File: config.mk
export PLATFORM = sky130hd
export DESIGN_NAME = eeprom_spi_front_end
export DESIGN_NICKNAME = d
export VERILOG_FILES = /design/src/hw/eeprom_spi_pkg.sv /design/src/hw/eeprom_spi_front_end.sv
export SDC_FILE = /design/constraint.sdc
export NUM_CORES = 1
export LEC_CHECK = 0
export ABC_AREA = 1
export BUFFER_PORTS_ARGS = -buffer_cell sky130_fd_sc_hd__buf_2
export CORE_ASPECT_RATIO = 1.5
export CORE_MARGIN = 1
export CORE_UTILIZATION = 30
export CTS_BUF_LIST = sky130_fd_sc_hd__clkbuf_4
export CTS_CLUSTER_DIAMETER = 60
export DETAILED_ROUTE_END_ITERATION = 16
export PLACE_DENSITY = 0.54
export SYNTH_ARGS = -nofsm -noshare
export SYNTH_HDL_FRONTEND = slang
export SYNTH_HIERARCHICAL = 1
export SYNTH_SLANG_ARGS = --single-unit
File: constraint.sdc
create_clock -name clock -period 4.05 [get_ports clock]
set_input_delay 0.405 -clock clock [delete_from_list [all_inputs] [get_ports clock]]
set_output_delay 0.405 -clock clock [all_outputs]
set_load 0.005 [all_outputs]
File: src/hw/eeprom_spi_pkg.sv
/*
 Shared constants for the serial EEPROM command front end: opcodes,
 status bit positions, counts and the phase type.
 Assumes the front end runs on one 125 MHz clock.
*/
package eeprom_spi_pkg;
  // Opcodes with the ignored bit cleared
  localparam logic [7:0] OP_MASK = 8'hF7;
  localparam logic [7:0] OP_LATCH_SET = 8'h06;
  localparam logic [7:0] OP_LATCH_CLEAR = 8'h04;
  localparam logic [7:0] OP_STATUS_READ = 8'h05;
  localparam logic [7:0] OP_STATUS_WRITE = 8'h01;
  localparam logic [7:0] OP_ARRAY_READ = 8'h03;
  localparam logic [7:0] OP_ARRAY_WRITE = 8'h02;
  // Status bit positions
  localparam int ST_PEN = 7;
  localparam int ST_BPH = 3;
  localparam int ST_BPL = 2;
  localparam logic [2:0] RSV_BUSY = 3'h7;
  localparam logic [2:0] RSV_IDLE = 3'h0;
  // Nonvolatile bits start cleared
  localparam logic NV_RESET = 1'b0;
  // Byte framing
  localparam logic [2:0] LAST_BIT = 3'h7;
  localparam logic [1:0] BYTES_FULL = 2'h3;
  localparam logic [1:0] ADDR_BYTES = 2'h2;
  // Internal write cycle time
  localparam int WRITE_MS = 5;
  localparam int CLOCK_KHZ = 125000;
  localparam int WRITE_CYCLES = WRITE_MS * CLOCK_KHZ;
  localparam int FIFO_WIDTH = 8;
  localparam int FIFO_DEPTH = 8;

  typedef enum logic [1:0] {ph_idle, ph_opcode, ph_active, ph_invalid} phase_type;

  // Opcode match ignoring bit 3
  function automatic logic op_is(input logic [7:0] op, input logic [7:0] code);
    return (op & OP_MASK) == code;
  endfunction

  // Protected quarters of the array per block-protect field
  function automatic logic [2:0] protect_quarters(input logic [1:0] bp);
    case (bp)
      2'h0: return 3'h0;
      2'h1: return 3'h1;
      2'h2: return 3'h2;
      default: return 3'h4;
    endcase
  endfunction
endpackage

File: src/hw/eeprom_spi_front_end.sv
/*
 Serial EEPROM command front end (slave) and its receive FIFO.
 Assumes all pins are asynchronous to clock; the master owns the serial
 clock, and the array data path sits behind the FIFO outside this file.
*/
`timescale 1ns/100ps

////////////////////////////////////////////////////////////////////////
module byte_fifo #(
  parameter int WIDTH = 8,
  parameter int DEPTH = 8
) (
  input wire logic clock,
  input wire logic rst,
  input wire logic in_valid,
  input wire logic [WIDTH-1:0] in_data,
  output logic in_ready,
  output logic out_valid,
  output logic [WIDTH-1:0] out_data,
  input wire logic out_ready
);
  localparam int PW = $clog2(DEPTH);
  typedef struct packed {
    logic [DEPTH-1:0][WIDTH-1:0] mem;
    logic [PW-1:0] wr;
    logic [PW-1:0] rd;
    logic [PW:0] count;
    logic has_data;
    logic has_room;
    logic [WIDTH-1:0] head;
  } fifo_type;
  fifo_type q, n;
  logic push, pop;

  // Flags and head word come straight from registers
  assign in_ready = q.has_room;
  assign out_valid = q.has_data;
  assign out_data = q.head;
  assign push = in_valid && in_ready;
  assign pop = out_valid && out_ready;

  // Pointer and count update
  always_comb begin
    n = q;
    if (push) begin
      n.mem[q.wr] = in_data;
      n.wr = (q.wr == PW'(DEPTH - 1)) ? '0 : q.wr + 1'b1;
    end
    if (pop) begin
      n.rd = (q.rd == PW'(DEPTH - 1)) ? '0 : q.rd + 1'b1;
    end
    n.count = q.count + (PW+1)'(push) - (PW+1)'(pop);
    // Flags follow the next fill count, so full and empty stay exact
    n.has_data = n.count != '0;
    n.has_room = n.count != (PW+1)'(DEPTH);
    n.head = n.mem[n.rd];
  end

  always_ff @(posedge clock or posedge rst) begin
    if (rst) begin
      q <= '0;
      q.has_room <= 1'b1;
    end else begin
      q <= n;
    end
  end
endmodule

////////////////////////////////////////////////////////////////////////
module eeprom_spi_front_end
  import eeprom_spi_pkg::*;
#(
  parameter int WRITE_CYCLES_P = WRITE_CYCLES
) (
  input wire logic clock,
  input wire logic rst,
  input wire logic cs_n,
  input wire logic sck,
  input wire logic si,
  input wire logic hold_n,
  input wire logic wp_n,
  output logic so_out,
  output logic so_oe,
  output logic rx_valid,
  output logic [7:0] rx_data,
  input wire logic rx_ready,
  output logic rx_overflow,
  output logic write_busy,
  output logic [2:0] array_quarters
);
  typedef struct packed {
    logic [1:0] cs_s;
    logic [1:0] sck_s;
    logic [1:0] si_s;
    logic [1:0] hold_s;
    logic [1:0] wp_s;
    logic sck_prev;
    phase_type phase;
    logic paused;
    logic [2:0] bit_cnt;
    logic [1:0] byte_cnt;
    logic [7:0] shift;
    logic [7:0] opcode;
    logic [7:0] tx;
    logic [2:0] out_cnt;
    logic reading;
    logic driving;
    logic wp_cancel;
    logic write_enable_latch;
    logic pen;
    logic bph;
    logic bpl;
    logic busy;
    logic [19:0] wc_cnt;
    logic so_out;
    logic so_oe;
    logic push;
    logic [7:0] push_data;
    logic overflow;
    logic [2:0] quarters;
  } state_type;
  state_type q, n;
  logic fifo_ready, rise, fall, prot, desel;
  logic [7:0] byte_in;

  // Status byte as read back
  function automatic logic [7:0] status_of(input state_type s);
    return {s.pen, s.busy ? RSV_BUSY : RSV_IDLE, s.bph, s.bpl, s.write_enable_latch, s.busy};
  endfunction

  // Clock edges found from the synchronised serial clock
  assign rise = q.sck_s[1] && !q.sck_prev;
  assign fall = !q.sck_s[1] && q.sck_prev;
  assign prot = !q.wp_s[1] && q.pen;
  assign desel = q.cs_s[1];
  assign byte_in = {q.shift[6:0], q.si_s[1]};

  always_comb begin
    n = q;
    // Two-flop synchronisers on every pin
    n.cs_s = {q.cs_s[0], cs_n};
    n.sck_s = {q.sck_s[0], sck};
    n.si_s = {q.si_s[0], si};
    n.hold_s = {q.hold_s[0], hold_n};
    n.wp_s = {q.wp_s[0], wp_n};
    n.sck_prev = q.sck_s[1];
    n.push = 1'b0;
    n.overflow = 1'b0;
    // Self-timed write cycle runs regardless of pause
    if (q.busy) begin
      if (q.wc_cnt == 20'(WRITE_CYCLES_P - 1)) begin
        n.busy = 1'b0;
        n.write_enable_latch = 1'b0;
      end else begin
        n.wc_cnt = q.wc_cnt + 20'h1;
      end
    end
    if (desel) begin
      // End of a selection period acts on the decoded opcode
      if (q.phase == ph_active) begin
        if (!q.hold_s[1]) begin
          n.write_enable_latch = 1'b0;
        end else if (op_is(q.opcode, OP_LATCH_SET)) begin
          n.write_enable_latch = 1'b1;
        end else if (op_is(q.opcode, OP_LATCH_CLEAR)) begin
          n.write_enable_latch = 1'b0;
        end else if (op_is(q.opcode, OP_STATUS_WRITE)) begin
          if (q.write_enable_latch && !q.wp_cancel && !prot && q.byte_cnt != '0 && q.bit_cnt == '0) begin
            n.pen = q.shift[ST_PEN];
            n.bph = q.shift[ST_BPH];
            n.bpl = q.shift[ST_BPL];
            n.busy = 1'b1;
            n.wc_cnt = '0;
          end
        end else if (op_is(q.opcode, OP_ARRAY_WRITE)) begin
          if (q.write_enable_latch && q.byte_cnt == BYTES_FULL && q.bit_cnt == '0) begin
            n.busy = 1'b1;
            n.wc_cnt = '0;
          end
        end
      end else if (q.phase != ph_idle && !q.hold_s[1]) begin
        n.write_enable_latch = 1'b0;
      end
      // Deselect clears the serial front end
      n.phase = ph_idle;
      n.bit_cnt = '0;
      n.byte_cnt = '0;
      n.paused = 1'b0;
      n.reading = 1'b0;
      n.driving = 1'b0;
      n.wp_cancel = 1'b0;
    end else begin
      if (q.phase == ph_idle) begin
        n.phase = ph_opcode;
      end
      // While selected, pause changes state only while the serial clock is low
      if (!q.sck_s[1]) begin
        n.paused = !q.hold_s[1];
      end
      if (prot) begin
        n.wp_cancel = 1'b1;
      end
      if (!q.paused && rise && q.phase != ph_invalid && q.phase != ph_idle) begin
        n.shift = byte_in;
        n.bit_cnt = q.bit_cnt + 3'h1;
        if (q.bit_cnt == LAST_BIT) begin
          if (q.phase == ph_opcode) begin
            n.opcode = byte_in;
            n.phase = ph_invalid;
            if (op_is(byte_in, OP_STATUS_READ)) begin
              n.phase = ph_active;
              n.reading = 1'b1;
              n.tx = status_of(q);
              n.out_cnt = '0;
            end else if (!q.busy && (op_is(byte_in, OP_LATCH_SET) ||
                op_is(byte_in, OP_LATCH_CLEAR) || op_is(byte_in, OP_STATUS_WRITE) ||
                op_is(byte_in, OP_ARRAY_READ) || op_is(byte_in, OP_ARRAY_WRITE))) begin
              n.phase = ph_active;
            end
          end else begin
            if (q.byte_cnt != BYTES_FULL) begin
              n.byte_cnt = q.byte_cnt + 2'h1;
            end
            // Address and data bytes go to the array side
            if (op_is(q.opcode, OP_ARRAY_WRITE) ||
                (op_is(q.opcode, OP_ARRAY_READ) && q.byte_cnt < ADDR_BYTES)) begin
              n.push = fifo_ready;
              n.push_data = byte_in;
              n.overflow = !fifo_ready;
            end
          end
        end
      end
      // Status byte leaves MSB first on falling edges, repeating
      if (!q.paused && fall && q.reading) begin
        n.so_out = q.tx[7];
        n.driving = 1'b1;
        n.tx = (q.out_cnt == LAST_BIT) ? status_of(q) : {q.tx[6:0], 1'b0};
        n.out_cnt = q.out_cnt + 3'h1;
      end
    end
    // Output floats when deselected or paused
    n.so_oe = n.driving && !n.paused && !desel;
    n.quarters = protect_quarters({q.bph, q.bpl});
  end

  always_ff @(posedge clock or posedge rst) begin
    if (rst) begin
      q <= '0;
      q.cs_s <= 2'h3;
      q.sck_prev <= 1'b0;
      q.hold_s <= 2'h3;
      q.wp_s <= 2'h3;
      q.phase <= ph_idle;
      q.pen <= NV_RESET;
      q.bph <= NV_RESET;
      q.bpl <= NV_RESET;
    end else begin
      q <= n;
    end
  end

  // Receive buffer toward the array path
  byte_fifo #(.WIDTH(FIFO_WIDTH), .DEPTH(FIFO_DEPTH)) rx_fifo (
    .clock(clock),
    .rst(rst),
    .in_valid(q.push),
    .in_data(q.push_data),
    .in_ready(fifo_ready),
    .out_valid(rx_valid),
    .out_data(rx_data),
    .out_ready(rx_ready)
  );

  assign so_out = q.so_out;
  assign so_oe = q.so_oe;
  assign rx_overflow = q.overflow;
  assign write_busy = q.busy;
  assign array_quarters = q.quarters;
endmodule

==> metrics.cfg, run 1 <==
[run_status]
status=complete, no violations

[setup_path]
cp.required_ps=4510
crit_slowest_cell=o21ai_2
r2r_cells=10
path_cells=ha_1 > ha_1 > nor2_1 > o21ai_2 > buf_4 > nand3_1 > nand3_1 > nand2_1 > nand2_1 > nand2_1
r2r_slack_ps=1690
path_max_fanout=22
critical_path_arrival_ps=2820
worst_r2r_endpoint=rx_fifo/out_data[1]
r2r-start=rx_fifo/q[14]
end_kind=flop
cp_num_buf_inv=1
cpMostUsedCell=nand2_1
critical_path_class=flop to flop
critPathLaunchType=flop
slowest_delay_ps=770
critical_path.top_delay_family=compound AO/OA/AOI/OAI gates

[sta]
skew_ps=28.1
tightest_slew_ps=1010
fin_crit_sh_pct=58.2
setup_violations=0
hold_violations=0
rsz0062_at_grt=no
setup_tns_ps=0
fmax_mhz=424
whs_ps=216
slew_headroom_pct=32.8
layout_min_cycle_time_ps=2360
slew_viol_final=0

[synth]
async_reset_ff_share_pct=100
post-synth-top-area-cell=dfrtp_1
avgSynthCellArea_um2=8.33
synth_top_cell_area_share_pct=47.4
yosys_warnings=6
syn-instance-count=1046
yosysSeqAreaShare_pct=49.5
synth_cell_type_count=44
synth-seq-cells=172
synth_area_um2=8710
synth_edf_count=0
synth.top_cells.by_area=dfrtp_1 (47%), nand2_1 (14%), nand3_1 (10%)
synth_ff_type=dfrtp_1
synth_fp_nets=1070

[global_routing]
antenna_found_initial=1
grt_overflow_total=0
first_global_vias=6874
grt_pass1_wl_um=34700
grt_max_degree=61
track_usage_pct=15.1

[drt]
highest_layer=met4
wl_met2_um=11100
drtIter0Drc=350
ant_nets=0
detail_route.drc_violations=0
viasPerCell=4.70
drtPass1Iterations=5
wl_met1_um=8460
vias=6872
wire_per_inst_um=14.3
wirelength_um=21000
wl_met3_um=696

[cells_and_area]
nets=1082
fillCellCount=3076
multi_input_area_um2=3570
fin_cells=1462
regArea_um2=4310
final_common_cell=nand2_1
syn_to_final_growth_pct=6.53
drive_gt1_share_pct=11.7
layout_common_cells=nand2_1 (315), nand3_1 (175), dfrtp_1 (165), inv_1 (96), nor2_1 (62)
final_util_pct=32.4

[pwr]
p_switching_uw=1320
comb_power_share_pct=26.8
internal_power_uw=2580
ir_worst_vdd_mv=0.163
power_uw=3910
seqPwrFrac_pct=47.9
power_frac_clock_pct=25.3
p_leak_uw=0.00469
p_per_area_nw_per_um2=421
switching_share_pct=33.8

[clock_network]
htreeDepth=4
cts_tree=yes
clock_sinks=172
cts_buffers=17
clock-root-buffer=clkbuf_4
clk_pin_slew_ps=150
clockBufferDepth=2
insertion_delay_ps=570

[die]
coreArea_um2=28600
rows=76
die_area_um2=29700
die_h_um=211
ios=24
dieWidth_um=141
start_util_pct=30.4

[placement]
hpwl_um=15100
port_buffers=23
dp.cells=1423
place.gp.congestion=0.891

[worst_hold_path]
worstHoldPathCells=4
min_from=rx_ready
min_to=rx_fifo/q[14]
hold_path.class=input port to flop

[flow_run]
max_cap_viol_count=0

cell type report:
| type | count | area share [%] |
|---|---|---|
| clock inverter | 8 | 0.997 |
| timing repair buffer | 38 | 2.61 |
| multi-input combinational | 725 | 38.4 |
| tap | 390 | 5.26 |
| clock buffer | 24 | 1.94 |
| inverter | 104 | 4.27 |
| antenna | 1 | 0.0270 |
| sequential | 172 | 46.5 |
registers in the layout, indices dropped and copies added, names as in the netlist:
| register | flops |
|---|---|
| desel | 1 |
| rx_fifo/out_data | 8 |
| byte_in | 8 |
| rx_fifo/in_ready | 1 |
| q | 66 |
| so_oe | 1 |
| so_out | 1 |
| array_quarters | 3 |
| rx_fifo/out_valid | 1 |
| write_busy | 1 |
| rx_fifo/q | 74 |
| n | 6 |
| rx_overflow | 1 |
how the worst max path moves through the flow:
stage                     startpoint                  end  slack [ps]  cells past startpoint
global route           rx_fifo/q[14]  rx_fifo/out_data[1]        1390                     10
detailed placement  rx_fifo/in_ready  rx_fifo/out_data[2]        1740                     10
floorplan                        rst    array_quarters[0]        1380                      1
finish                 rx_fifo/q[14]  rx_fifo/out_data[1]        1690                     10
global placement    rx_fifo/in_ready  rx_fifo/out_data[4]        1780                     10
CTS                    rx_fifo/q[14]  rx_fifo/out_data[1]        1700                     10
Yosys cell counts, types with 3 or more instances:
cell type and count:
nand4_1 12, xor2_1 4, nand2_2 8, buf_6 4, clkbuf_1 5, ha_1 15
nor2_1 62, buf_4 19, o21a_1 3, clkbuf_8 4, o21ai_0 42, o21ai_2 14
bufbuf_8 6, o21ai_1 4, buf_2 3, o21bai_1 10, nor3_1 11, inv_1 98
dfrtp_1 165, nand2_1 315, nor2_2 10, nor2_4 3, nand3_1 175, dfstp_2 7
a21oi_1 16, inv_2 3, nand3_2 3
worst min-delay path, stage by stage:
cell     delay (ps)
buf_2            80
nand2_2         110
nand2_1          80
nand2_1          70
through the flow:
step | area (um2) | setup slack [ps]
2_1_floorplan | 8710 | 1380
3_5_place_dp | 8950 | 1740
6_report | 9280 | 1690
4_1_cts | 9280 | 1700
5_1_grt | 9280 | 1390
3_3_place_gp | 8950 | 1780
per-layer routing:
layer  vias up  GRT usage, %
met1      3287          16.7
met3        38          2.95
met4         0          7.31
met2       151          27.4
li1       3396             -
met5         -             0
power by group through the flow:
stage | clock, uW | combinational [uW] | sequential [uW]
finish | 988 | 1050 | 1870
global route | 1100 | 1170 | 1890
CTS | 1040 | 1050 | 1870
global placement | 0 | 1040 | 1910
detailed placement | 0 | 1040 | 1910
floorplan | 0 | 810 | 1890
kinds of logic (layout without fill, tap and decap cells):
group	count (synthesis)	in the layout	synth area share, %
and+or+nand+nor	609	609	31.3
other	0	1	0
AOI/OAI and AO/OA	94	94	6.65
adders and majority gates	16	16	2.38
xor gates and xnor gates	6	6	0.603
DFF	172	172	49.5
buffers and inverters	149	174	9.61
timing repair:
action | 4_1_cts | 5_1_grt
setup buffers | 0 | 0
hold buffers | 6 | 0
gates resized for setup | 0 | 0
hold endpoints to repair | 45 | 0
Note: power is estimated with default switching activity, not from simulation.
==> inputs of run 2 (changes only) <==
- ABC_AREA: 1 -> 0
- clock period: 4.05 -> 2.24 ns (I/O delays scaled with it)
==> run 2 against run 1 <==
Register-to-register slack lost 1800 ps. Clock skew shrank 0.78 ps. Highest routed layer unchanged. Combinational power is 39% higher. Critical path depth fell by 5. The run now ends with setup timing left. First-iteration DRC count decreased by 25%. Cell count fell by 29%. Cell area down 2.0%. Total power is 64% higher. Via count decreased by 27%. Global-route usage down 1.4 points.
==> metrics.cfg, run 2 <==
[run_status]
status=complete, but fails checks
violations=setup timing

[setup_path]
critPathLaunchType=flop
critical_path_class=flop to flop
critical_path_arrival_ps=2750
path_max_fanout=8
slowest_delay_ps=600
path_cells=or4b_1 > buf_6 > mux2_4 > a32o_1 > or4_4
worstSetupStartpoint=rx_fifo/in_ready
r2r-start=rx_fifo/in_ready
crit_slowest_cell=dfstp_2
cp.required_ps=2660
end_kind=flop

[synth]
yosysMostFrequentCell=dfrtp_1
async_reset_ff_share_pct=100
synth_area_um2=7670
yosys_warnings=6
yosysSeqAreaShare_pct=56.2
synth_cell_type_count=59
synth.top_cells.by_area=dfrtp_1 (54%), mux2_2 (13%), ha_1 (2.4%)
synth_ff_type=dfrtp_1
post-synth-top-area-cell=dfrtp_1
synth.top_cells.by_count=dfrtp_1 (165), mux2_2 (86), nor2_1 (48)
avgSynthCellArea_um2=12.6
synth-seq-cells=172
synth_fp_nets=635
syn-instance-count=611
synth_top_cell_area_share_pct=53.8
synth_edf_count=0

[flow_run]
max_cap_viol_count=0

[die]
dieWidth_um=133
ios=24
rows=71
die_h_um=198
start_util_pct=30.5
die_area_um2=26200
coreArea_um2=25100

[sta]
tightest_slew_ps=499
rsz0062_at_grt=yes
setup_violations=8
hold_violations=0
whs_ps=169
setup_tns_ps=-563
slew_headroom_pct=66.7
skew_ps=27.3
fin_crit_sh_pct=104
slew_viol_final=0
fmax_mhz=430
layout_min_cycle_time_ps=2330
fin_ws_ps=-87.5

[drt]
wire_per_inst_um=16.0
detail_route.drc_violations=0
viasPerCell=4.84
drtPass1Iterations=5
vias=5002
drtIter0Drc=264
ant_nets=0
wirelength_um=16600

[clock_network]
clockBufferDepth=2
clk_pin_slew_ps=140
htreeDepth=4
cts_buffers=17
cts_tree=yes
clock_sinks=172
clock-root-buffer=clkbuf_4
insertion_delay_ps=560

[placement]
place.gp.congestion=0.802
port_buffers=23
dp.cells=989
dp_slack_ps=-216
hpwl_um=12000

[global_routing]
track_usage_pct=13.7
grt_pass1_wl_um=28200
antenna_found_initial=1
grt_max_degree=85
grt_overflow_total=0
first_global_vias=5446

[cells_and_area]
regArea_um2=4310
fillCellCount=2443
drive_gt1_share_pct=34.6
multi_input_area_um2=3290
top_register=rx_fifo/q
layout_common_cells=dfrtp_1 (165), mux2_2 (78), buf_4 (43), nor2_1 (38), nand2_1 (32)
nets=716
largest_reg_flops=74
final_common_cell=dfrtp_1
top_regs=rx_fifo/q x74, q x66
syn_to_final_growth_pct=18.5
fin_cells=1034

[worst_hold_path]
hold_path.class=input port to flop
min_from=rx_ready

[pwr]
ir_worst_vdd_mv=0.877
p_leak_uw=0.00433
p_per_area_nw_per_um2=704

## run 2: cell count changes in the layout (fill, tap and decap cells not counted), moves of 26 or more
cell     before  now
mux2_2        0   78
inv_1        96   23
nand2_1     315   32
o21ai_0      42   16
buf_4         9   43
nand3_1     175   19
## run 2: metrics by stage
| stage | power, uW | utilization (%) | area, um2 |
|---|---|---|---|
| 2_1_floorplan | 4090 | - | 7710 |
| 3_3_place_gp | 4490 | 34.1 | 8570 |
| 3_5_place_dp | 4570 | 34.1 | 8570 |
| 4_1_cts | 6420 | 36.0 | 9040 |
| 5_1_grt | 6740 | 36.2 | 9090 |
| 6_report | 6400 | 36.2 | 9090 |
## run 2: logic make-up after synthesis
logic type / after synthesis / share of synthesized area, %
buffers and inverters: 49 / 3.24
and+or+nand+nor: 169 / 11.8
DFF: 172 / 56.2
AOI/OAI and AO/OA: 76 / 7.37
adders and majority gates: 16 / 2.71
muxes: 111 / 16.6
xor gates and xnor gates: 18 / 2.05
## run 2: worst max-delay path, delay by kind of cell, from the launching register on
family / cells / cell delay, ps
AND/OR/NAND/NOR: 2 / 870
buffers and inverters: 1 / 170
flip-flops: 1 / 600
AO/OA/AOI/OAI: 1 / 240
multiplexers: 1 / 310
## run 2: timing repair
| action | 4_1_cts | 5_1_grt |
|---|---|---|
| endpoints found under the setup margin | 15 | 25 |
| setup buffers | 2 | 4 |
| resized for setup | 31 | 4 |
| hold buffers | 6 | 0 |
| pin swaps | 5 | 4 |
| endpoints found under the hold margin | 105 | 0 |
## run 2: power breakdown
group | total [uW] | switching, uW | internal (uW)
Sequential | 3330 | 101 | 3230
Combinational | 1460 | 866 | 591
Clock | 1610 | 1050 | 560
Total | 6400 | 2020 | 4380
## run 2: worst paths after layout
path	depth (start not counted)	to	slack [ps]
max in group asynchronous	4	q[16]	1320
min in group asynchronous	3	write_busy	270
setup / recovery	5	rx_fifo/out_data[1]	-90
hold reg to reg	0	q[80]	360
hold / removal	4	rx_fifo/q[10]	170
setup reg to reg	5	rx_fifo/out_data[1]	-90
## run 2: layout make-up
type / count / share of cell area (%)
Antenna cell: 1 / 0.0275
Clock buffer: 19 / 1.57
Sequential cell: 172 / 47.4
Multi-Input combinational cell: 390 / 36.2
Timing Repair Buffer: 85 / 7.95
Clock inverter: 13 / 1.13
Tap cell: 328 / 4.51
Inverter: 26 / 1.16
## run 2: per-layer routing
metal / vias to the layer above / track usage [%] / part of all wire, %
met2: 65 / 25.7 / 55
li1: 2355 / - / -
met4: 0 / 4.90 / 1.7
met3: 22 / 2.82 / 2.4
met5: - / 0 / 0
met1: 2560 / 15.1 / 41
